===== config.mk =====
export PLATFORM = sky130hd
export DESIGN_NAME = ssbsem_ctrl
export DESIGN_NICKNAME = d
export VERILOG_FILES = /design/src/logic/ssbsem_arbiter.v /design/src/logic/ssbsem_ctrl.v
export VERILOG_INCLUDE_DIRS = /design/src /design/src/logic
export SDC_FILE = /design/constraint.sdc
export NUM_CORES = 1
export LEC_CHECK = 0
export BUFFER_PORTS_ARGS = -buffer_cell sky130_fd_sc_hd__buf_2
export CORE_MARGIN = 1.5
export CORE_UTILIZATION = 40
export DETAILED_ROUTE_END_ITERATION = 6
export PLACE_DENSITY = 0.75
export SLEW_MARGIN = 20
export SYNTH_ARGS = -nofsm -noshare
export SYNTH_HDL_FRONTEND = slang
export SYNTH_SLANG_ARGS = --single-unit
export TNS_END_PERCENT = 5

===== constraint.sdc =====
create_clock -name core_clk -period 1.5 [get_ports core_clk]
set_input_delay 0.075 -clock core_clk [delete_from_list [all_inputs] [get_ports core_clk]]
set_output_delay 0.075 -clock core_clk [all_outputs]
set_load 0.02 [all_outputs]

===== src/logic/ssbsem_defines.vh =====
// Register offsets, field positions and reset values of the buffer semaphore block
`ifndef SSBSEM_DEFINES_VH
`define SSBSEM_DEFINES_VH
`define SSBSEM_ADDR_W 12
`define SSBSEM_OFF_TASK_ACQUIRE 12'h024
`define SSBSEM_OFF_TASK_RELEASE 12'h028
`define SSBSEM_OFF_EV_END 12'h104
`define SSBSEM_OFF_EV_RXFULL 12'h110
`define SSBSEM_OFF_EV_GRANTED 12'h128
`define SSBSEM_OFF_LINKS 12'h200
`define SSBSEM_OFF_IRQ_SET 12'h304
`define SSBSEM_OFF_IRQ_CLR 12'h308
`define SSBSEM_OFF_OWNER 12'h400
`define SSBSEM_OFF_ENABLE 12'h500
`define SSBSEM_OFF_SLAVE_REQ 12'h600
`define SSBSEM_BIT_END 0
`define SSBSEM_BIT_RXFULL 1
`define SSBSEM_BIT_GRANTED 2
`define SSBSEM_BIT_LINK_END_ACQ 0
`define SSBSEM_OWN_FREE 2'h0
`define SSBSEM_OWN_CPU 2'h1
`define SSBSEM_OWN_SLAVE 2'h2
`define SSBSEM_OWN_WAIT 2'h3
`define SSBSEM_OWN_RESET 2'h1
`define SSBSEM_ENABLE_ON 4'h2
`define SSBSEM_ENABLE_RESET 4'h0
`define SSBSEM_LINKS_RESET 1'h0
`define SSBSEM_IRQEN_RESET 3'h0
`endif


===== src/logic/ssbsem_arbiter.v =====
// Semaphore ownership state machine between processor and serial slave engine
`timescale 1ns/10ps
`include "ssbsem_defines.vh"
module ssbsem_arbiter (
    input wire core_clk, // Clock
    input wire reset_n, // Async reset, active low
    input wire cpu_acquire, // Processor acquire request pulse
    input wire cpu_release, // Processor release pulse
    input wire slave_enabled, // Serial slave function enabled
    input wire slave_want, // Slave engine wants the buffer
    input wire slave_done, // Slave engine finished with buffer
    output reg [1:0] owner_q, // Current owner code
    output reg granted_q // One-cycle pulse when processor obtains it
);
    reg [1:0] owner_d;
    always @* begin
        owner_d = owner_q;
        case (owner_q)
            `SSBSEM_OWN_FREE: begin
                if (cpu_acquire) begin
                    owner_d = `SSBSEM_OWN_CPU;
                end else if (slave_enabled && slave_want) begin
                    owner_d = `SSBSEM_OWN_SLAVE;
                end
            end
            `SSBSEM_OWN_CPU: begin
                if (cpu_release && !cpu_acquire) begin
                    owner_d = `SSBSEM_OWN_FREE;
                end
            end
            `SSBSEM_OWN_SLAVE: begin
                if (slave_done || !slave_enabled) begin
                    owner_d = cpu_acquire ? `SSBSEM_OWN_CPU : `SSBSEM_OWN_FREE;
                end else if (cpu_acquire) begin
                    owner_d = `SSBSEM_OWN_WAIT;
                end
            end
            `SSBSEM_OWN_WAIT: begin
                if (slave_done || !slave_enabled) begin
                    owner_d = `SSBSEM_OWN_CPU;
                end
            end
            default: owner_d = `SSBSEM_OWN_FREE;
        endcase
    end
    always @(posedge core_clk or negedge reset_n) begin
        if (!reset_n) begin
            owner_q <= `SSBSEM_OWN_RESET;
            granted_q <= 1'b0;
        end else begin
            owner_q <= owner_d;
            granted_q <= (owner_d == `SSBSEM_OWN_CPU) && (owner_q != `SSBSEM_OWN_CPU);
        end
    end
endmodule // ssbsem_arbiter


===== src/logic/ssbsem_ctrl.v =====
// Buffer semaphore control with event, link and interrupt registers
// Summary of operation
// - Owner reads 0 when free, 2 when slave engine holds it.
// - Owner reads 1 while processor holds it; reset owner is processor.
// - Owner reads 3 while slave holds it and processor waits.
// - Link bit set makes each transaction-done trigger acquire; resets 0.
// - Enable-set register: write 1 enables, 0 no effect, reads state.
// - Enable-clear register: write 1 disables, 0 ignored, reads state.
// - Link register joins local events to tasks, all zero after reset.
// - Release task frees semaphore; acquire task requests it for processor.
// - Slave function active only when enable field holds 2.
//
// Implementation choice: the strobed register port.
`timescale 1ns/10ps
`include "ssbsem_defines.vh"
module ssbsem_ctrl (
    input wire core_clk, // 250 MHz clock
    input wire reset_n, // Async reset, active low
    input wire [11:0] reg_addr, // Register byte address
    input wire [31:0] reg_wdata, // Write data
    input wire reg_wr, // Write strobe
    input wire reg_rd, // Read strobe
    output reg [31:0] reg_rdata_q, // Read data, cycle after strobe
    input wire slave_done, // Transaction-done pulse from slave engine
    input wire slave_rxfull, // Receive-buffer-full pulse from slave engine
    output wire slave_active, // Slave function enabled
    output wire slave_owns, // Slave engine may use buffer
    output wire irq // Level interrupt
);
    // ********************
    // Register writes
    // ********************
    wire wr_acq = reg_wr && (reg_addr == `SSBSEM_OFF_TASK_ACQUIRE) && reg_wdata[0];
    wire wr_rel = reg_wr && (reg_addr == `SSBSEM_OFF_TASK_RELEASE) && reg_wdata[0];
    reg [2:0] flags_q;
    reg [2:0] irqen_q;
    reg link_q;
    reg [3:0] enable_q;
    reg slave_req_q;
    wire [1:0] owner;
    wire granted;
    wire slave_ok;
    assign slave_ok = (enable_q == `SSBSEM_ENABLE_ON);
    assign slave_active = slave_ok;
    wire cpu_acq = wr_acq || (link_q && slave_done);
    ssbsem_arbiter u_arb (
        .core_clk(core_clk),
        .reset_n(reset_n),
        .cpu_acquire(cpu_acq),
        .cpu_release(wr_rel),
        .slave_enabled(slave_ok),
        .slave_want(slave_req_q),
        .slave_done(slave_done),
        .owner_q(owner),
        .granted_q(granted)
    );
    // Slave owns in states 2 and 3
    assign slave_owns = owner[1];
    wire [2:0] ev;
    assign ev = {granted, slave_rxfull, slave_done};
    // ********************
    // Flags, links, enables
    // ********************
    genvar i;
    generate
        for (i = 0; i < 3; i = i + 1) begin : g_flag
            localparam [11:0] OFF = (i == 0) ? `SSBSEM_OFF_EV_END :
                (i == 1) ? `SSBSEM_OFF_EV_RXFULL : `SSBSEM_OFF_EV_GRANTED;
            always @(posedge core_clk or negedge reset_n) begin
                if (!reset_n) begin
                    flags_q[i] <= 1'b0;
                end else if (ev[i]) begin
                    flags_q[i] <= 1'b1;
                end else if (reg_wr && reg_addr == OFF) begin
                    flags_q[i] <= reg_wdata[0];
                end
            end
            always @(posedge core_clk or negedge reset_n) begin
                if (!reset_n) begin
                    irqen_q[i] <= 1'b0;
                end else if (reg_wr && reg_addr == `SSBSEM_OFF_IRQ_SET && reg_wdata[i]) begin
                    irqen_q[i] <= 1'b1;
                end else if (reg_wr && reg_addr == `SSBSEM_OFF_IRQ_CLR && reg_wdata[i]) begin
                    irqen_q[i] <= 1'b0;
                end
            end
        end
    endgenerate
    always @(posedge core_clk or negedge reset_n) begin
        if (!reset_n) begin
            link_q <= `SSBSEM_LINKS_RESET;
            enable_q <= `SSBSEM_ENABLE_RESET;
            slave_req_q <= 1'b0;
        end else if (reg_wr) begin
            if (reg_addr == `SSBSEM_OFF_LINKS) begin
                link_q <= reg_wdata[`SSBSEM_BIT_LINK_END_ACQ];
            end
            if (reg_addr == `SSBSEM_OFF_ENABLE) begin
                enable_q <= reg_wdata[3:0];
            end
            if (reg_addr == `SSBSEM_OFF_SLAVE_REQ) begin
                slave_req_q <= reg_wdata[0];
            end
        end
    end
    // Level interrupt from unmasked sticky flags
    assign irq = |(flags_q & irqen_q);
    // ********************
    // Read path
    // ********************
    reg [31:0] rd_d;
    always @* begin
        rd_d = 32'h00000000;
        case (reg_addr)
            `SSBSEM_OFF_EV_END: rd_d[0] = flags_q[`SSBSEM_BIT_END];
            `SSBSEM_OFF_EV_RXFULL: rd_d[0] = flags_q[`SSBSEM_BIT_RXFULL];
            `SSBSEM_OFF_EV_GRANTED: rd_d[0] = flags_q[`SSBSEM_BIT_GRANTED];
            `SSBSEM_OFF_LINKS: rd_d[0] = link_q;
            `SSBSEM_OFF_IRQ_SET: rd_d[2:0] = irqen_q;
            `SSBSEM_OFF_IRQ_CLR: rd_d[2:0] = irqen_q;
            `SSBSEM_OFF_OWNER: rd_d[1:0] = owner;
            `SSBSEM_OFF_ENABLE: rd_d[3:0] = enable_q;
            `SSBSEM_OFF_SLAVE_REQ: rd_d[0] = slave_req_q;
            default: rd_d = 32'h00000000;
        endcase
    end
    always @(posedge core_clk or negedge reset_n) begin
        if (!reset_n) begin
            reg_rdata_q <= 32'h00000000;
        end else if (reg_rd) begin
            reg_rdata_q <= rd_d;
        end else begin
            reg_rdata_q <= 32'h00000000;
        end
    end
endmodule // ssbsem_ctrl


==> results.yml <==
status:
  status: "finished clean"
sta:
  hold_ws_ns: 0.0306
  rsz0062_at_grt: "no"
  finalHoldViolCount: 0
  period_minus_slack_ns: 1.40
  setup_ws_ns: 0.101
  setup_viol: 0
  maxSlewViolCount: 0
  max_freq_mhz: 715
  post-route-period-util: 0.933
  fin_skew_ns: 0.00665
synth:
  synth_top_family_by_area: "simple AND/OR/NAND/NOR gates"
  synthAdderAreaFrac: 0
  synth_most_common_cell: "buf_4"
  syn_avg_cell_area_um2: 9.98
  synth_edf_count: 0
  yosysWarnings: 0
  ys_ff_latch: 19
  ys.flop_type: "dfrtp_1"
  synth_top_cell_by_area: "dfrtp_1"
  synth_common_cells: "29 x buf_4, 18 x dfrtp_1, 8 x nand2_1, 8 x nand3_1"
  synth_area_leaders: "dfrtp_1 32%, buf_4 15%, mux2_4 4.2%, nor4b_1 3.1%, nor4_4 3.0%"
  synthArstFlopShare: 1.00
  synth-xor-area-share: 0.00618
  yosysSeqAreaShare: 0.336
  synth_mux_area_frac: 0.0865
  synth_top_area_share: 0.318
  syn_area_mm2: 0.00142
  synthCells: 142
  synth.distinct_cells: 47
  synth_compound_area_frac: 0.104
  synthSimpleGateAreaFrac: 0.284
detailed_routing:
  wl_met3_um: 209
  drc: 0
  vias: 1186
  wl_mm: 3.02
  wl_met2_mm: 1.42
  dr.pass1.iters: 4
  viasPerCell: 4.92
  drtIter0Drc: 44
  wl_per_cell_um: 12.5
  route.top_layer_used: "met4"
  m1WireLength_mm: 1.33
  detail-route-antenna-nets: 0
worst_setup_path:
  end_kind: "output port"
  critPathMaxStageDelay_ns: 0.43
  reg2reg_from: "enable_q[2]"
  critical_path_class: "reg2out"
  r2r_end: "u_arb.owner_q[1]"
  path_max_fanout: 2
  timing.critical_path.from: "enable_q[2]"
  cp-start-kind: "flop"
  crit_arrival_ns: 1.32
  required_ns: 1.42
  cp_slowest_cell: "dfrtp_1"
  path_cells: "nor4b_4, buf_4, buf_2"
  rr_worst_depth: 3
  reg2reg_slack_ns: 0.29
power:
  power.share.clock: 0.240
  swShare: 0.303
  combPwrFrac: 0.224
  seqPwrFrac: 0.535
  p_int_mw: 0.711
  p_leak_nw: 0.853
  powerDensity_mw_per_mm2: 594
  peakVddDrop_mv: 0.422
  total_power_mw: 1.02
  switchingPower_mw: 0.310
final_layout:
  instances_no_fill: 241
  drive_gt1_frac: 0.369
  syn2layout_area_growth_pct: 21.2
  fill_cells: 316
  finalNetCount: 246
  insertedDiodeCount: 0
clocking:
  clkTransAtPathRegs_ns: 0.10
  clock_sinks: 19
  cts_buffer_depth: 2
  cts-buffers-inserted: 3
  cts_tree: "yes"
  clock_latency_ns: 0.29
  htree_num_levels: 1
  cts_root_buf: "clkbuf_4"
global_routing:
  grt_usage: 0.156
  antenna_found_initial: 0
  grt_pass1_vias: 1125
  grt_max_degree: 20
  grt_pass1_wl_mm: 4.90
  overflow: 0
min_path:
  hold_class: "in2reg"
  holdPathStages: 2
  min_from: "slave_done"
  holdPathEnd: "flags_q[0]"
place:
  dp_hpwl_mm: 2.36
  placedCellCount: 233
  gp_congestion: 0.925
  dp_slack_ns: -0.0514
  io_buffers: 28
flow_run:
  drv_cap: 0
die:
  fp-row-count: 21
  initial_core_util: 0.422
  core_mm2: 0.00336
  die_w_um: 62.5
  dieHeight_um: 62.5
  boundaryPins: 85
  die-area_mm2: 0.00391
[power by group through the flow]
stage	logic (mW)	clock network (mW)	registers, mW
4_1_cts	0.224	0.257	0.546
5_1_grt	0.246	0.291	0.548
2_1_floorplan	0.183	0	0.551
6_report	0.229	0.245	0.546
3_5_place_dp	0.220	0	0.556
3_3_place_gp	0.218	0	0.555
[critical path: cells and delay by family, from the launching register on]
kind	cells	cell delay, ns
flip-flops	1	0.43
buffers and inverters	2	0.31
AND/OR/NAND/NOR	1	0.30
[registers in the layout, summed over array words and instances, names as in the netlist]
signal	count
enable_q	4
reg_rdata_q	4
flags_q	3
irqen_q	3
u_arb.owner_q	2
link_q	1
slave_req_q	1
u_arb.granted_q	1
[per-layer routing]
metal,vias to the layer above,global-route usage
li1,570,-
met1,558,0.197
met2,51,0.258
met3,7,0.0432
met4,0,0.0500
met5,-,0
[logic make-up (layout without fill, tap and decap cells)]
family,after synthesis,after routing
AOI/OAI and AO/OA,19,19
buffers and inverters,35,61
other,1,28
DFF,19,19
xor gates and xnor gates,1,1
and+or+nand+nor,57,57
muxes,10,10
[through the flow]
stage / setup TNS [ns] / instance area (um2) / utilization
floorplan: 0 / 1530 / -
global placement: -0.221 / 1640 / 0.489
detailed placement: -0.241 / 1640 / 0.489
CTS: 0 / 1690 / 0.503
finish: 0 / 1720 / 0.511
global route: 0 / 1720 / 0.511
[what timing repair did]
action                                 4_1_cts  5_1_grt
endpoints found under the hold margin       20        1
buffers inserted                             0        1
setup endpoints to repair                    0        1
hold buffers                                 2        1
gates resized for setup                      0        1
[worst max path at each step]
stage / to / slack (ns) / depth (start not counted)
global placement: enable_q[3] / -0.05 / 6
finish: slave_active / 0.10 / 3
global route: slave_active / 0.01 / 3
floorplan: enable_q[0] / 0.01 / 6
detailed placement: enable_q[3] / -0.05 / 6
CTS: slave_active / 0.05 / 3
[layout by cell type, fill, tap and decap left out, types with 2 or more instances in the layout]
cell           count
nor3_1             2
nand3_1            8
dfrtp_1           18
nor4_4             2
buf_2             28
a22o_1             3
conb_1            28
inv_1              3
o21ai_0            3
a22oi_1            3
dlygate4sd3_1      3
buf_4             23
nor2b_1            5
nor2_1             5
mux2_4             4
nand2_1            8
clkbuf_4           3
nor4b_1            4
nand2b_1           2
mux2_2             2
nand4_1            3
and3_1             2
and2_1             3
mux2i_1            4
[final cells by class]
type                            count  area [um2]  area share
Clock buffer                        3        22.5      0.0131
Tap cell                           46        57.6      0.0335
Inverter                            3        11.3     0.00655
Multi-Input combinational cell    115         802       0.467
Timing Repair Buffer               54         343       0.200
Clock inverter                      1        5.00     0.00291
Sequential cell                    19         477       0.277
Power figures use the tool's default switching activity.
